File: config.mk
export PLATFORM = sky130hd
export DESIGN_NAME = ocs_stage
export DESIGN_NICKNAME = d
export VERILOG_FILES = /design/src/pkg/ocs_pkg.sv /design/src/pkg/ocs_log_if.sv /design/src/verilog/ocs_log_mem.sv /design/src/verilog/ocs_stage.sv
export SDC_FILE = /design/constraint.sdc
export NUM_CORES = 2
export LEC_CHECK = 0
export BUFFER_PORTS_ARGS = -buffer_cell sky130_fd_sc_hd__buf_2
export CAP_MARGIN = 5
export CORE_MARGIN = 2
export CORE_UTILIZATION = 55
export DETAILED_ROUTE_END_ITERATION = 7
export PLACE_DENSITY = 0.72
export SLEW_MARGIN = 15
export SYNTH_ARGS = -nofsm -noshare
export SYNTH_HDL_FRONTEND = slang
export SYNTH_SLANG_ARGS = --single-unit
export TNS_END_PERCENT = 1
File: constraint.sdc
create_clock -name pclk -period 18.1 [get_ports pclk]
set_input_delay 2.715 -clock pclk [delete_from_list [all_inputs] [get_ports pclk]]
set_output_delay 2.715 -clock pclk [all_outputs]
set_load 0.05 [all_outputs]
File: src/pkg/ocs_pkg.sv
package ocs_pkg;

  // Clock and time base.
  localparam int unsigned CLK_NS      = 50;
  localparam int unsigned MS_NS       = 1000000;
  localparam int unsigned MS_CLKS_DEF = MS_NS / CLK_NS;
  localparam int unsigned PCYC_MS     = 5;
  localparam int unsigned BLK_LEAD_MS = 5;

  // Pick-up release ratio in percent of the threshold.
  localparam int unsigned REL_PCT  = 97;
  localparam int unsigned PCT_FULL = 100;

  // Operation log depth, and the register address width.
  localparam int unsigned LOG_DEPTH = 12;
  localparam int unsigned AW        = 8;

  // Register byte offsets.
  localparam logic [7:0] A_CTRL   = 8'h00;
  localparam logic [7:0] A_THR    = 8'h04;
  localparam logic [7:0] A_OPDLY  = 8'h08;
  localparam logic [7:0] A_RSTDLY = 8'h0C;
  localparam logic [7:0] A_INRLIM = 8'h10;
  localparam logic [7:0] A_EVMASK = 8'h14;
  localparam logic [7:0] A_STATUS = 8'h18;
  localparam logic [7:0] A_IRQST  = 8'h1C;
  localparam logic [7:0] A_IRQCLR = 8'h20;
  localparam logic [7:0] A_IRQEN  = 8'h24;
  localparam logic [7:0] A_LOGSEL = 8'h28;
  localparam logic [7:0] A_LOGW0  = 8'h2C;
  localparam logic [7:0] A_LOGW1  = 8'h30;
  localparam logic [7:0] A_LOGW2  = 8'h34;
  localparam logic [7:0] A_LOGW3  = 8'h38;
  localparam logic [7:0] A_TIME   = 8'h3C;

  // Field positions.
  localparam int unsigned CTRL_MODE   = 0;
  localparam int unsigned CTRL_INR    = 1;
  localparam int unsigned CTRL_SG     = 2;
  localparam int unsigned EVM_OFF_LSB = 16;

  // Values after reset.
  localparam logic [15:0] RST_THR     = 16'h0078;
  localparam logic [15:0] RST_OPDLY   = 16'h0064;
  localparam logic [15:0] RST_RSTDLY  = 16'h0032;
  localparam logic [15:0] RST_INRLIM  = 16'h0001;
  localparam logic [8:0]  RST_ONMASK  = 9'h1FF;
  localparam logic [8:0]  RST_OFFMASK = 9'h1FF;

  // Record event kinds.
  localparam logic [1:0] EV_START = 2'h1;
  localparam logic [1:0] EV_TRIP  = 2'h2;
  localparam logic [1:0] EV_BLK   = 2'h3;

  typedef enum logic [4:0] {
    ST_IDLE  = 5'b00001,
    ST_START = 5'b00010,
    ST_TRIP  = 5'b00100,
    ST_BLKD  = 5'b01000,
    ST_REL   = 5'b10000
  } ocs_state_t;

  typedef struct packed {
    logic [31:0] tstamp;
    logic [1:0]  ev;
    logic [2:0]  ftype;
    logic [15:0] pre20;
    logic [15:0] fault;
    logic [15:0] pre200;
    logic [15:0] rem;
    logic [2:0]  sg;
  } ocs_rec_t;

endpackage : ocs_pkg

File: src/pkg/ocs_log_if.sv
`timescale 1ns/10ps
interface ocs_log_if;
  import ocs_pkg::*;
  logic           we;
  logic [3:0]     waddr;
  ocs_rec_t       wdata;
  logic [3:0]     raddr;
  ocs_rec_t       rdata;
  modport ctl (output we, output waddr, output wdata, output raddr, input rdata);
  modport mem (input we, input waddr, input wdata, input raddr, output rdata);
endinterface : ocs_log_if

File: src/verilog/ocs_log_mem.sv
`timescale 1ns/10ps
module ocs_log_mem (
  // Clock and reset.
  input wire logic pclk,
  input wire logic presetn,
  // Log port.
  ocs_log_if.mem   lg
);
  import ocs_pkg::*;

  typedef struct packed {
    ocs_rec_t [LOG_DEPTH-1:0] arr;
    ocs_rec_t                 rd;
  } ocs_mem_st_t;

  ocs_mem_st_t q;
  ocs_mem_st_t s;

  // Write port, and a registered read so the bus sees a stable word.
  always_comb begin
    s = q;
    if (lg.we && (32'(lg.waddr) < LOG_DEPTH)) begin
      s.arr[lg.waddr] = lg.wdata;
    end
    s.rd = (32'(lg.raddr) < LOG_DEPTH) ? q.arr[lg.raddr] : '0;
  end

  // State register.
  always_ff @(posedge pclk or negedge presetn) begin
    if (!presetn) begin
      q <= '0;
    end else begin
      q <= s;
    end
  end

  assign lg.rdata = q.rd;

endmodule : ocs_log_mem

File: src/verilog/ocs_stage.sv
`timescale 1ns/10ps
// Notes on behaviour
// - Sample block input once per program cycle.
// - Pick-up without block asserts start, starts timing.
// - Pick-up under block asserts blocked, no timing.
// - Block during start clears start, runs release.
// - Optional second-harmonic inrush block, default off.
// - Inrush limit in 0.01 percent steps.
// - Blocking gives notification and time-stamped event.
// - Fixed or inverse-time operate delay modes.
// - Events on every status edge, masked.
// - Three instances, each own event group.
// - Events carry time stamp and process data.
// - Circular log of last twelve records.
// - Log written only on activating edges.
// - Record holds time, event, currents, group.
// - Pick-up when any phase exceeds threshold.
// - Pick-up releases below fixed 97 percent.
module ocs_stage #(
  parameter int unsigned STAGE_ID = 1,
  parameter int unsigned MS_CLKS  = ocs_pkg::MS_CLKS_DEF
) (
  // Clock and reset.
  input  logic                    pclk,
  input  logic                    presetn,
  // APB slave.
  input  logic                    psel,
  input  logic                    penable,
  input  logic                    pwrite,
  input  logic [ocs_pkg::AW-1:0]  paddr,
  input  logic [31:0]             pwdata,
  output logic [31:0]             prdata,
  output logic                    pready,
  output logic                    pslverr,
  // Measurement data, same clock.
  input  logic [15:0]             meas_a,
  input  logic [15:0]             meas_b,
  input  logic [15:0]             meas_c,
  input  logic [15:0]             harm2_ratio,
  input  logic [15:0]             pre20_cur,
  input  logic [15:0]             pre200_cur,
  // Block input from the blocking matrix pin.
  input  logic                    block_pin,
  // Stage outputs.
  output logic                    start,
  output logic                    trip,
  output logic                    blocked,
  output logic [2:0]              phase_start,
  output logic [2:0]              phase_trip,
  output logic                    hmi_note,
  // Event stream.
  output logic                    evt_valid,
  output logic [6:0]              evt_code,
  output logic [31:0]             evt_time,
  output logic [18:0]             evt_data,
  // Interrupt.
  output logic                    irq
);
  import ocs_pkg::*;

  localparam int unsigned CW  = $clog2(MS_CLKS);
  localparam logic [1:0]  SID = 2'(STAGE_ID);

  if (STAGE_ID < 1 || STAGE_ID > 3 || MS_CLKS < 2) begin : g_bad_param
    $error("ocs_stage: STAGE_ID must be 1 to 3 and MS_CLKS at least 2");
  end

  typedef struct packed {
    logic [1:0]    bsync;
    logic          blk_smp;
    logic [CW-1:0] clk_cnt;
    logic [2:0]    ms_in_cyc;
    logic          tick;
    logic [31:0]   now_ms;
    logic          mode;
    logic          inr_en;
    logic [2:0]    sg;
    logic [15:0]   thr;
    logic [15:0]   opdly;
    logic [15:0]   rstdly;
    logic [15:0]   inr_lim;
    logic [8:0]    on_mask;
    logic [8:0]    off_mask;
    logic [2:0]    irq_st;
    logic [2:0]    irq_en;
    logic          irq;
    logic [3:0]    log_sel;
    ocs_state_t    fsm;
    logic [2:0]    pk;
    logic [15:0]   fcur;
    logic [31:0]   acc;
    logic [15:0]   rel;
    logic [8:0]    stat;
    logic [8:0]    pend_on;
    logic [8:0]    pend_off;
    logic          hmi_note;
    logic          evt_valid;
    logic [6:0]    evt_code;
    logic [31:0]   evt_time;
    logic [18:0]   evt_data;
    logic          we;
    logic [3:0]    waddr;
    logic [3:0]    wptr;
    logic [3:0]    cnt;
    ocs_rec_t      wrec;
    logic [31:0]   prdata;
    logic          pready;
    logic          pslverr;
  } ocs_st_t;

  localparam ocs_st_t Q_RST = '{
    fsm: ST_IDLE, thr: RST_THR, opdly: RST_OPDLY, rstdly: RST_RSTDLY,
    inr_lim: RST_INRLIM, on_mask: RST_ONMASK, off_mask: RST_OFFMASK,
    default: '0};

  ocs_st_t          q;
  ocs_st_t          s;
  ocs_log_if        lg ();
  logic [2:0][15:0] meas;
  logic             blk_now;
  logic             inrush;
  logic             blkc;
  logic [2:0]       pk_n;
  logic [15:0]      imax;
  logic [15:0]      excess;
  logic [31:0]      step;
  logic [31:0]      target;
  logic [31:0]      acc_n;
  logic [16:0]      rel_n;
  logic [31:0]      rem32;
  logic [15:0]      rem;
  logic             startish;
  logic [8:0]       stat_n;
  logic [2:0]       rise;
  logic [2:0]       clr;
  logic             setup;
  logic             wr;
  logic [3:0]       idx;

  // Pick-up sets above threshold and holds until under the release ratio.
  function automatic logic ocs_pk(input logic held, input logic [15:0] m, input logic [15:0] t);
    logic [31:0] lhs;
    logic [31:0] rhs;
    lhs = {16'h0000, m} * PCT_FULL;
    rhs = {16'h0000, t} * REL_PCT;
    return held ? (lhs >= rhs) : (m > t);
  endfunction : ocs_pk

  // Lowest set bit index of a pending event vector.
  function automatic logic [3:0] ocs_first(input logic [8:0] v);
    logic [3:0] r;
    r = 4'h0;
    for (int i = 8; i >= 0; i--) begin
      if (v[i]) begin
        r = 4'(i);
      end
    end
    return r;
  endfunction : ocs_first

  // Word-aligned offsets inside the register window.
  function automatic logic ocs_mapped(input logic [AW-1:0] a);
    return (a[1:0] == 2'b00) && (a <= A_TIME);
  endfunction : ocs_mapped

  assign meas = {meas_c, meas_b, meas_a};

  // Next-state logic for the whole stage.
  always_comb begin
    s           = q;
    s.tick      = 1'b0;
    s.we        = 1'b0;
    s.hmi_note  = 1'b0;
    s.evt_valid = 1'b0;
    s.pready    = 1'b0;
    s.pslverr   = 1'b0;
    s.prdata    = 32'h0000_0000;
    s.bsync     = {q.bsync[0], block_pin};
    blk_now     = q.bsync[1];
    inrush      = q.inr_en && (harm2_ratio > q.inr_lim);
    blkc        = blk_now || inrush;
    for (int i = 0; i < 3; i++) begin
      pk_n[i] = ocs_pk(q.pk[i], meas[i], q.thr);
    end
    imax   = (meas[0] > meas[1]) ? meas[0] : meas[1];
    imax   = (imax > meas[2]) ? imax : meas[2];
    excess = (imax > q.thr) ? (imax - q.thr) : 16'h0000;
    // Inverse time integrates the overcurrent so that delay shrinks as it grows.
    step   = q.mode ? (32'(excess) * PCYC_MS) : PCYC_MS;
    target = q.mode ? (32'(q.opdly) * 32'(q.thr)) : 32'(q.opdly);
    acc_n  = q.acc + step;
    rel_n  = {1'b0, q.rel} + 17'(PCYC_MS);

    // Millisecond time base and program cycle tick.
    if (q.clk_cnt == CW'(MS_CLKS - 1)) begin
      s.clk_cnt = '0;
      s.now_ms  = q.now_ms + 32'h0000_0001;
      if (q.ms_in_cyc == 3'(PCYC_MS - 1)) begin
        s.ms_in_cyc = 3'h0;
        s.tick      = 1'b1;
      end else begin
        s.ms_in_cyc = q.ms_in_cyc + 3'h1;
      end
    end else begin
      s.clk_cnt = q.clk_cnt + CW'(1);
    end

    // Once per program cycle; the block level is frozen for the whole cycle.
    // A block seen on the tick that ends the delay still wins over the trip; one seen after that tick is too late.
    if (q.tick) begin
      s.blk_smp = blk_now;
      s.pk      = pk_n;
      s.fcur    = imax;
      unique case (q.fsm)
        ST_IDLE: begin
          if (|pk_n) begin
            s.fsm = blkc ? ST_BLKD : ST_START;
          end
        end
        ST_START: begin
          if (!(|pk_n) || blkc) begin
            s.fsm = ST_REL;
            s.rel = 16'h0000;
          end else begin
            s.acc = acc_n;
            if (acc_n >= target) begin
              s.fsm = ST_TRIP;
            end
          end
        end
        ST_TRIP: begin
          if (!(|pk_n)) begin
            s.fsm = ST_IDLE;
            s.acc = 32'h0000_0000;
          end
        end
        ST_BLKD: begin
          if (!(|pk_n)) begin
            s.fsm = ST_IDLE;
          end
        end
        ST_REL: begin
          if ((|pk_n) && !blkc) begin
            s.fsm = ST_START;
          end else if (rel_n >= {1'b0, q.rstdly}) begin
            s.acc = 32'h0000_0000;
            s.fsm = (|pk_n) ? ST_BLKD : ST_IDLE;
          end else begin
            s.rel = rel_n[15:0];
          end
        end
        default: begin
          s.fsm = ST_IDLE;
          s.acc = 32'h0000_0000;
        end
      endcase
    end

    // Status vector; edges are taken against the last program cycle.
    startish = (s.fsm == ST_START) || (s.fsm == ST_TRIP);
    stat_n   = {s.pk & {3{s.fsm == ST_TRIP}}, s.pk & {3{startish}},
                s.fsm == ST_BLKD, s.fsm == ST_TRIP, startish};
    rise     = stat_n[2:0] & ~q.stat[2:0];
    s.stat   = stat_n;
    s.pend_on  = q.pend_on | (stat_n & ~q.stat & q.on_mask);
    s.pend_off = q.pend_off | (~stat_n & q.stat & q.off_mask);
    s.hmi_note = rise[2];

    // Remaining time is exact in fixed mode; inverse mode reports all ones.
    rem32 = (target > s.acc) ? (target - s.acc) : 32'h0000_0000;
    rem   = (q.mode || (|rem32[31:16])) ? 16'hFFFF : rem32[15:0];

    // One record per activating edge, into a ring of twelve.
    if (|rise) begin
      s.we    = 1'b1;
      s.waddr = q.wptr;
      s.wptr  = (q.wptr == 4'(LOG_DEPTH - 1)) ? 4'h0 : q.wptr + 4'h1;
      s.cnt   = (q.cnt == 4'(LOG_DEPTH)) ? q.cnt : q.cnt + 4'h1;
      s.wrec  = '{tstamp: q.now_ms,
                  ev:     rise[1] ? EV_TRIP : (rise[2] ? EV_BLK : EV_START),
                  ftype:  pk_n,
                  pre20:  pre20_cur,
                  fault:  imax,
                  pre200: pre200_cur,
                  rem:    rem,
                  sg:     q.sg};
    end

    // Drain one event per clock, activating edges first.
    if (|s.pend_on) begin
      idx         = ocs_first(s.pend_on);
      s.evt_valid = 1'b1;
      s.evt_code  = {SID, idx, 1'b1};
      s.pend_on[idx] = 1'b0;
    end else if (|s.pend_off) begin
      idx         = ocs_first(s.pend_off);
      s.evt_valid = 1'b1;
      s.evt_code  = {SID, idx, 1'b0};
      s.pend_off[idx] = 1'b0;
    end else begin
      idx = 4'h0;
    end
    if (s.evt_valid) begin
      s.evt_time = q.now_ms;
      s.evt_data = {s.pk, s.fcur};
    end

    // APB: decode in setup, answer with pready in the access cycle.
    setup     = psel && !penable;
    wr        = psel && penable && q.pready && pwrite && !q.pslverr;
    s.pready  = setup;
    s.pslverr = setup && !ocs_mapped(paddr);
    clr       = (wr && paddr == A_IRQCLR) ? pwdata[2:0] : 3'h0;
    // A new edge in the clearing cycle survives.
    s.irq_st  = (q.irq_st & ~clr) | rise;
    if (setup && !pwrite) begin
      unique case (paddr)
        A_CTRL:   s.prdata = {27'h0000_000, q.sg, q.inr_en, q.mode};
        A_THR:    s.prdata = {16'h0000, q.thr};
        A_OPDLY:  s.prdata = {16'h0000, q.opdly};
        A_RSTDLY: s.prdata = {16'h0000, q.rstdly};
        A_INRLIM: s.prdata = {16'h0000, q.inr_lim};
        A_EVMASK: s.prdata = {7'h00, q.off_mask, 7'h00, q.on_mask};
        A_STATUS: s.prdata = {10'h000, q.blk_smp, q.cnt, 3'h0, q.fsm, q.stat};
        A_IRQST:  s.prdata = {29'h0000_0000, q.irq_st};
        A_IRQEN:  s.prdata = {29'h0000_0000, q.irq_en};
        A_LOGSEL: s.prdata = {28'h0000_000, q.log_sel};
        A_LOGW0:  s.prdata = lg.rdata.tstamp;
        A_LOGW1:  s.prdata = {lg.rdata.pre20, lg.rdata.fault};
        A_LOGW2:  s.prdata = {lg.rdata.pre200, lg.rdata.rem};
        A_LOGW3:  s.prdata = {24'h0000_00, lg.rdata.ev, lg.rdata.ftype, lg.rdata.sg};
        A_TIME:   s.prdata = q.now_ms;
        default:  s.prdata = 32'h0000_0000;
      endcase
    end
    if (wr) begin
      unique case (paddr)
        A_CTRL: begin
          s.mode   = pwdata[CTRL_MODE];
          s.inr_en = pwdata[CTRL_INR];
          s.sg     = pwdata[CTRL_SG +: 3];
        end
        A_THR:    s.thr     = pwdata[15:0];
        A_OPDLY:  s.opdly   = pwdata[15:0];
        A_RSTDLY: s.rstdly  = pwdata[15:0];
        A_INRLIM: s.inr_lim = pwdata[15:0];
        A_EVMASK: begin
          s.on_mask  = pwdata[8:0];
          s.off_mask = pwdata[EVM_OFF_LSB +: 9];
        end
        A_IRQEN:  s.irq_en  = pwdata[2:0];
        A_LOGSEL: s.log_sel = pwdata[3:0];
        A_TIME:   s.now_ms  = pwdata;
        default:  s.log_sel = q.log_sel;
      endcase
    end
    s.irq = |(s.irq_st & s.irq_en);
  end

  // State register.
  always_ff @(posedge pclk or negedge presetn) begin
    if (!presetn) begin
      q <= Q_RST;
    end else begin
      q <= s;
    end
  end

  ocs_log_mem u_mem (
    .pclk    (pclk),
    .presetn (presetn),
    .lg      (lg.mem)
  );

  // Log port and top outputs, all straight from flops.
  assign lg.we       = q.we;
  assign lg.waddr    = q.waddr;
  assign lg.wdata    = q.wrec;
  assign lg.raddr    = q.log_sel;
  assign prdata      = q.prdata;
  assign pready      = q.pready;
  assign pslverr     = q.pslverr;
  assign start       = q.stat[0];
  assign trip        = q.stat[1];
  assign blocked     = q.stat[2];
  assign phase_start = q.stat[5:3];
  assign phase_trip  = q.stat[8:6];
  assign hmi_note    = q.hmi_note;
  assign evt_valid   = q.evt_valid;
  assign evt_code    = q.evt_code;
  assign evt_time    = q.evt_time;
  assign evt_data    = q.evt_data;
  assign irq         = q.irq;
endmodule : ocs_stage

### Yosys cells after proc, flatten, opt, wreduce, memory -nomap -nowiden

Index checks and enable logic that the tools add are counted.

* add/sub/neg operators: 9
* $mul: 6
* magnitude comparators: 23
* equality and inequality tests: 30
* mux-type cells: 86
* bitwise operators: 21
* reductions and logical operators: 46

Operators with widths (count)
* $bwmux W1248: 1
* $pmux W32 S15: 1
* $bmux W104 S4: 1
* $demux W104 S4: 1
* $mux W104: 3
* $mux W32: 7
* $mux W16: 10
* $pmux W32 S4: 1
* $mux W119: 1
* $mux W117: 1
* $gt A16 B16 Y1: 7
* $mux W4: 25
* $mux W72: 1
* $ge A23 B23 Y1: 3
* $eq A8 B6 Y1 const B: 8
* $mul A16 B5 Y21 const B: 3
* $and A9 B9 Y9: 6
* $mux W48: 1
* $not A9 Y9: 4
* $mux W5: 7
* $mux W33: 1
* $add A32 B1 Y32 const B: 1
* $add A32 B19 Y32: 1
* $eq A8 B5 Y1 const B: 4
* 55 further kinds: 122

* register bits: 1814
* input port bits: 142
* output and inout bits: 104
* word-level logic and storage cells: 372

### Longest topological paths before layout

* depth after elaboration: 40
* depth in mapped cells: 85

### Hierarchy

From an unflattened synthesis, not the netlist that was laid out.

* cells, all modules: 8800
* area total of the unflattened synthesis: 105014.5 µm²

By module, submodules not included
* ocs_log_mem: times used 1, cells each 3696, area each 59484.6 µm², seq. area each 33832.4 µm²
* ocs_stage: times used 1, cells each 5104, area each 45529.9 µm², seq. area each 11573.6 µm²

### Least setup slack after synthesis

Ideal clock, no wire load.

* kind: input to register
* from: input meas_b[1]
* to: register q (netlist bit lg.wdata[10])
* library setup time: 0.138 ns
* arrival: 17.960 ns
* setup slack: 0.001 ns
* stages: 81
* cell sequence: inv_1 -> ha_1 -> nor2b_1 -> o21a_1 -> o21a_1 -> o21a_1 -> o21a_1 -> o21a_1 -> o21ai_0 -> a21oi_1 -> o41ai_2 -> clkbuf_1 -> mux2i_1 -> ha_1 -> a21o_1 -> a21oi_1 -> nor2b_1 -> o21ai_0 -> (+45 left out) -> nor2_1 -> and3_1 -> xor2_1 -> ha_1 -> nand2_1 -> o211a_1 -> o21ai_0 -> a221oi_1 -> o211ai_1 -> o311ai_1 -> a211oi_1 -> nor4b_1 -> a211oi_1 -> nor4_1 -> nand4_1 -> a2111oi_4 -> buf_2 -> a211oi_1

* longest elaborated chain between the ends: 18
* elaborated cells on any way between the ends: 44

RTL lines
* start, declared: RTL line ocs_stage.sv:37 `input logic [15:0] meas_b,`
* $gt A16 B16 Y1: RTL line ocs_stage.sv:185 `imax = (meas[0] > meas[1]) ? meas[0] : meas[1];`
* $mux W16: RTL line ocs_stage.sv:185
* $gt A16 B16 Y1: RTL line ocs_stage.sv:186 `imax = (imax > meas[2]) ? imax : meas[2];`
* $mux W16: RTL line ocs_stage.sv:186
* $sub A16 B16 Y16 or $gt A16 B16 Y1 (tied branches): RTL line ocs_stage.sv:187 `excess = (imax > q.thr) ? (imax - q.thr) : 16'h0000;`
* $mux W16: RTL line ocs_stage.sv:187
* $mul A16 B3 Y19: RTL line ocs_stage.sv:189 `step = q.mode ? (32'(excess) * PCYC_MS) : PCYC_MS;`
* $mux W19: RTL line ocs_stage.sv:189
* (+2 left out)
* $mux W5: RTL line ocs_stage.sv:226 `if (acc_n >= target) begin`
* $mux W5: RTL line ocs_stage.sv:221 `if (!(|pk_n) || blkc) begin`
* $pmux W5 S4: RTL line ocs_stage.sv:214 `unique case (q.fsm)`
* $mux W72 (*): RTL line ocs_stage.sv:210 `if (q.tick) begin`
* $eq A5 B2 Y1 or $eq A5 B3 Y1 (tied branches): RTL line ocs_stage.sv:260, ocs_stage.sv:262
* $logic_or A1 B1 Y1: RTL line ocs_stage.sv:260 `startish = (s.fsm == ST_START) || (s.fsm == ST_TRIP);`
* $and A3 B3 Y3: RTL line ocs_stage.sv:263 `rise = stat_n[2:0] & ~q.stat[2:0];`
* $reduce_or A3 Y1: RTL line ocs_stage.sv:274 `if (|rise) begin`
* end signal, assigned: RTL line ocs_stage.sv:365 `q <= s;`
* end, declared: RTL line ocs_stage.sv:116 `ocs_st_t q;`

Mark *: on every way between the ends. The rest lies on a longest branch, timed or not. The select of a mux whose other input is x is not followed.
A chain may end at the register's enable or synchronous reset.

### Worst setup path in the final report

* from: input meas_a[1]
* to: register q (netlist bit evt_data[6])

* longest elaborated chain between the ends: 24
* elaborated cells on any way between the ends: 45

RTL lines
* start, declared: RTL line ocs_stage.sv:36 `input logic [15:0] meas_a,`
* $gt A16 B16 Y1: RTL line ocs_stage.sv:185
* $mux W16: RTL line ocs_stage.sv:185
* $gt A16 B16 Y1: RTL line ocs_stage.sv:186
* $mux W16: RTL line ocs_stage.sv:186
* $sub A16 B16 Y16 or $gt A16 B16 Y1 (tied branches): RTL line ocs_stage.sv:187
* $mux W16: RTL line ocs_stage.sv:187
* $mul A16 B3 Y19: RTL line ocs_stage.sv:189
* $mux W19: RTL line ocs_stage.sv:189
* (+7 left out)
* $logic_or A1 B1 Y1: RTL line ocs_stage.sv:260
* $and A3 B3 Y3: RTL line ocs_stage.sv:261 `stat_n = {s.pk & {3{s.fsm == ST_TRIP}}, s.pk & {3{startish}},`
* $not A9 Y9: RTL line ocs_stage.sv:266 `s.pend_off = q.pend_off | (~stat_n & q.stat & q.off_mask);`
* $and A9 B9 Y9 (2 in a row): RTL line ocs_stage.sv:266
* $or A9 B9 Y9: RTL line ocs_stage.sv:266
* $reduce_or A9 Y1: RTL line ocs_stage.sv:295 `end else if (|s.pend_off) begin`
* $mux W8: RTL line ocs_stage.sv:295
* $mux W8: RTL line ocs_stage.sv:290 `if (|s.pend_on) begin`

Marked as above.

==> impl_results.md <==
* CP Capture Type: flop
* R2r setup slk at about 5.0 ns
* Slowest-stage cell, CP: o211ai_1
* Reg clk slew, reported paths at 0.06 ns
* Total wire length at 287000 um
* PwrDens at 77.7 nW/um^2
* Yosys top cell by area: dfrtp_1
* Clock buffer depth at 3
* Crit path kind: primary input to flop
* Synth top area cells: dfrtp_1, mux2_2, ha_1
* Met3 usage in global routing at 4.22%
* MaxCap Viol Count at 0
* Worst Hold Class: flop to flop
* I/O pin total at 246
* CTS root buffer: clkbuf_16
* Die Height at 438 um
* Met2 Usage GRT at 49.7%
* Synthesized area per cell at around 12 sq um
* Status: finished, final reports clean
* Max_slew headroom at 18.4%
* Hold-critical path depth at 1
* Main combinational cell family by area after synthesis: multiplexers
* Startpoint class of the critical path: primary input
* Dpl ws at 0.199 ns
* Remaining antenna violation count after routing at 0
* First-pass DRT Iterations at 8
* Critical Path Stages at 77
* Ys flop type: dfrtp_1
* First-pass GRT wire length at ~440000 um
* Synth Area in Adders at 12.4%
* Gr busiest metal: met2
* Fin util at 60.2%
* IR drop worst, VDD at 0.0961 mV
* Routability cong. at 0.968
* Shortest period the worst path allows at around 17 ns
* Core box area at 187000 sq um
* Final period utilization at 93.2%
* Compound-Gate Fraction of Synth Area at 6.69%
* Nets@finish at 9577
* CTS buffer count at 180
* Initial core utilization at 55.2%
* Sink Count at 1813
* R2R cell count at 47
* CTS tree: done
* Netlist cell types at 95
* Ys async rst share at 100%
* Worst-Margin Slew at 1.21 ns
* Mux contribution to synthesized area at a little under a quarter
* Post-synth top area share at 43.1%
* Worst-skew pair later-pin latency at ~0.85 ns
* H-tree levels at 4
* Static Leak at 55.6 nW
* Ratio of cells with drive above 1 in the final layout at 29.3%
* DP HPWL at 194000 um
* Buffers added on ports at 244
* WP data required at 18.80 ns
* Syn Inst Count at roughly 8600
* Setup TNS at 0 ns
* Register area share after synthesis at 43.9%
* CP max stage delay at 0.48 ns
* Post-Layout Inst Area at around 110000 sq um
* Global route overflow at 0
* Final Hold Vio Count at 0
* Die X at 438 um
* Setup-failing EPs final at 0
* WP data arrival at 17.58 ns
* Count of hold buffers inserted by post-cts repair at 0
* Tot GR Track Use at 30.2%
* Pin count of the biggest net entering global routing at 189
* Origin of the critical flop-to-flop path: q[390]
* Via density at slightly above 6
* Avg WL per Cell at 25.6 um
* Clock Skews at 0.0391 ns
* Die ar. at 192000 sq um
* Number of synthesized flops with an enable pin at 0
* Crit-path leading delay family: compound AO/OA/AOI/OAI gates
* Fmax at 59.3 MHz
* Met1 usage at 40.1%
* #FFs+latches synth at 1813
* XOR/XNOR share of the synthesized area at between 1.5 and 2%
* Post-Synth Simple-Gate Area at 6.74%
* RSZ-0062 raised after global routing: false
* Std-Cell Rows at 159
* Slack of the critical path at 1.22 ns
* YS warnings at 0
* Placement Cell Area at 107000 sq um
* Via count at 69000
* Hold endpoint: q[448]
* Worst hold slack at 0.473 ns
* Initial antenna violation count at 14
* Reg2reg end: lg.wdata[11]
* Hold path start: q[448]
* Final number of max-transition violations at 0
* CP bufs+invs at 10
* Crit-path max FO at 20
* Residual DRC at 0
* P&R area growth vs syn at 9.05%
* Mapped cell area at 103000 sq um
* Vias in the first global route at just over 70000
* DR iter-0 viols at 5304
sequential cells by signal, indices dropped and copies added, names as in the netlist, 3 cells and up:
register,count
evt_time,32
phase_trip,3
phase_start,3
evt_data,19
evt_code,6
lg.waddr,4
u_mem.lg.rdata,104
lg.raddr,4
u_mem.q,1248
prdata,32
lg.wdata,104
q,244
through the flow:
stage               total power, W  instances
CTS                        0.00881      11200
floorplan                  0.00474       8582
global route               0.00911      11200
global placement           0.00504      10900
finish                     0.00877      11200
detailed placement         0.00505      10900
layout by cell type (no fill, tap or decap), drive strengths merged, types with 80 or more instances in the layout:
| master | count |
|---|---|
| mux2i | 119 |
| clkbuf | 276 |
| nand2 | 755 |
| mux2 | 1442 |
| mux4 | 312 |
| xor2 | 80 |
| and2 | 114 |
| nor2 | 265 |
| inv | 634 |
| o21ai | 281 |
| dfrtp | 1783 |
| buf | 402 |
| fa | 239 |
| ha | 641 |
| xnor2 | 121 |
| a22oi | 85 |
| a21oi | 248 |
where the power goes:
group	internal, W	total (W)	leakage, nW	switching (W)
Sequential	0.00406	0.00407	24.8	0.00000699
Clock	0.00216	0.00378	2.97	0.00162
Combinational	0.000356	0.000921	27.8	0.000564
synth_stat cells (45+ instances only):
master and count:
mux4_2 312, o21ai_0 277, xnor2_1 121, buf_4 100
ha_1 641, inv_1 625, mux2_2 1423, a22oi_1 85
nand2_1 755, xor2_1 80, fa_1 239, buf_1 77
clkbuf_1 428, a21o_1 75, nand3_1 76, a21oi_1 247
nor3_1 45, and2_1 112, nor2_1 264, dfrtp_1 1783
mux2i_1 119
kinds of logic (layout without fill, tap and decap cells):
logic type,Yosys count,after routing
buf+inv,1238,1360
compound gates,1053,1053
simple gates,1522,1522
fa+ha+maj,880,880
mux,1873,1873
flops,1813,1813
other cells,1,12
xor+xnor,201,201
how the worst max path moves through the flow:
stage	startpoint	endpoint	slack (ns)
2_1_floorplan	meas_b[1]	lg.wdata[10]	0.001
3_3_place_gp	meas_b[1]	evt_time[29]	0.28
3_5_place_dp	meas_b[1]	evt_time[5]	0.20
4_1_cts	meas_b[1]	evt_time[5]	0.98
5_1_grt	meas_a[1]	evt_data[9]	0.02
6_report	meas_a[1]	evt_data[6]	1.22
final cells by class:
cell class | instances | area, sq um
clock buffer | 276 | 5390
antenna | 10 | 25.0
sequential | 1813 | 45400
clock inverter | 55 | 622
timing repair buffer | 402 | 2610
multi-input combinational | 5531 | 53300
tap | 2495 | 3120
inverter | 627 | 2360
fill | 14700 | 74600
what timing repair did:
| action | CTS | global route |
|---|---|---|
| endpoints found under the setup margin | 0 | 167 |
| buffers inserted | 0 | 0 |
| resized for setup | 0 | 19 |
per-layer routing:
| layer | wire length [um] | vias up |
|---|---|---|
| li1 | - | 30100 |
| met1 | 119000 | 36200 |
| met2 | 138000 | 2162 |
| met3 | 15600 | 526 |
| met4 | 14000 | 2 |
| met5 | 39 | - |
worst reg2reg max path: cells and delay by family, from the launching register on:
kind                       cells  cell delay (ns)
AOI/OAI and AO/OA             28             7.02
xor gates and xnor gates       1             0.43
adders and majority gates      7             2.31
buffers and inverters          3             0.70
DFF                            1             0.90
and+or+nand+nor                8             1.54
No activity file was read; power rests on OpenSTA's default activity.
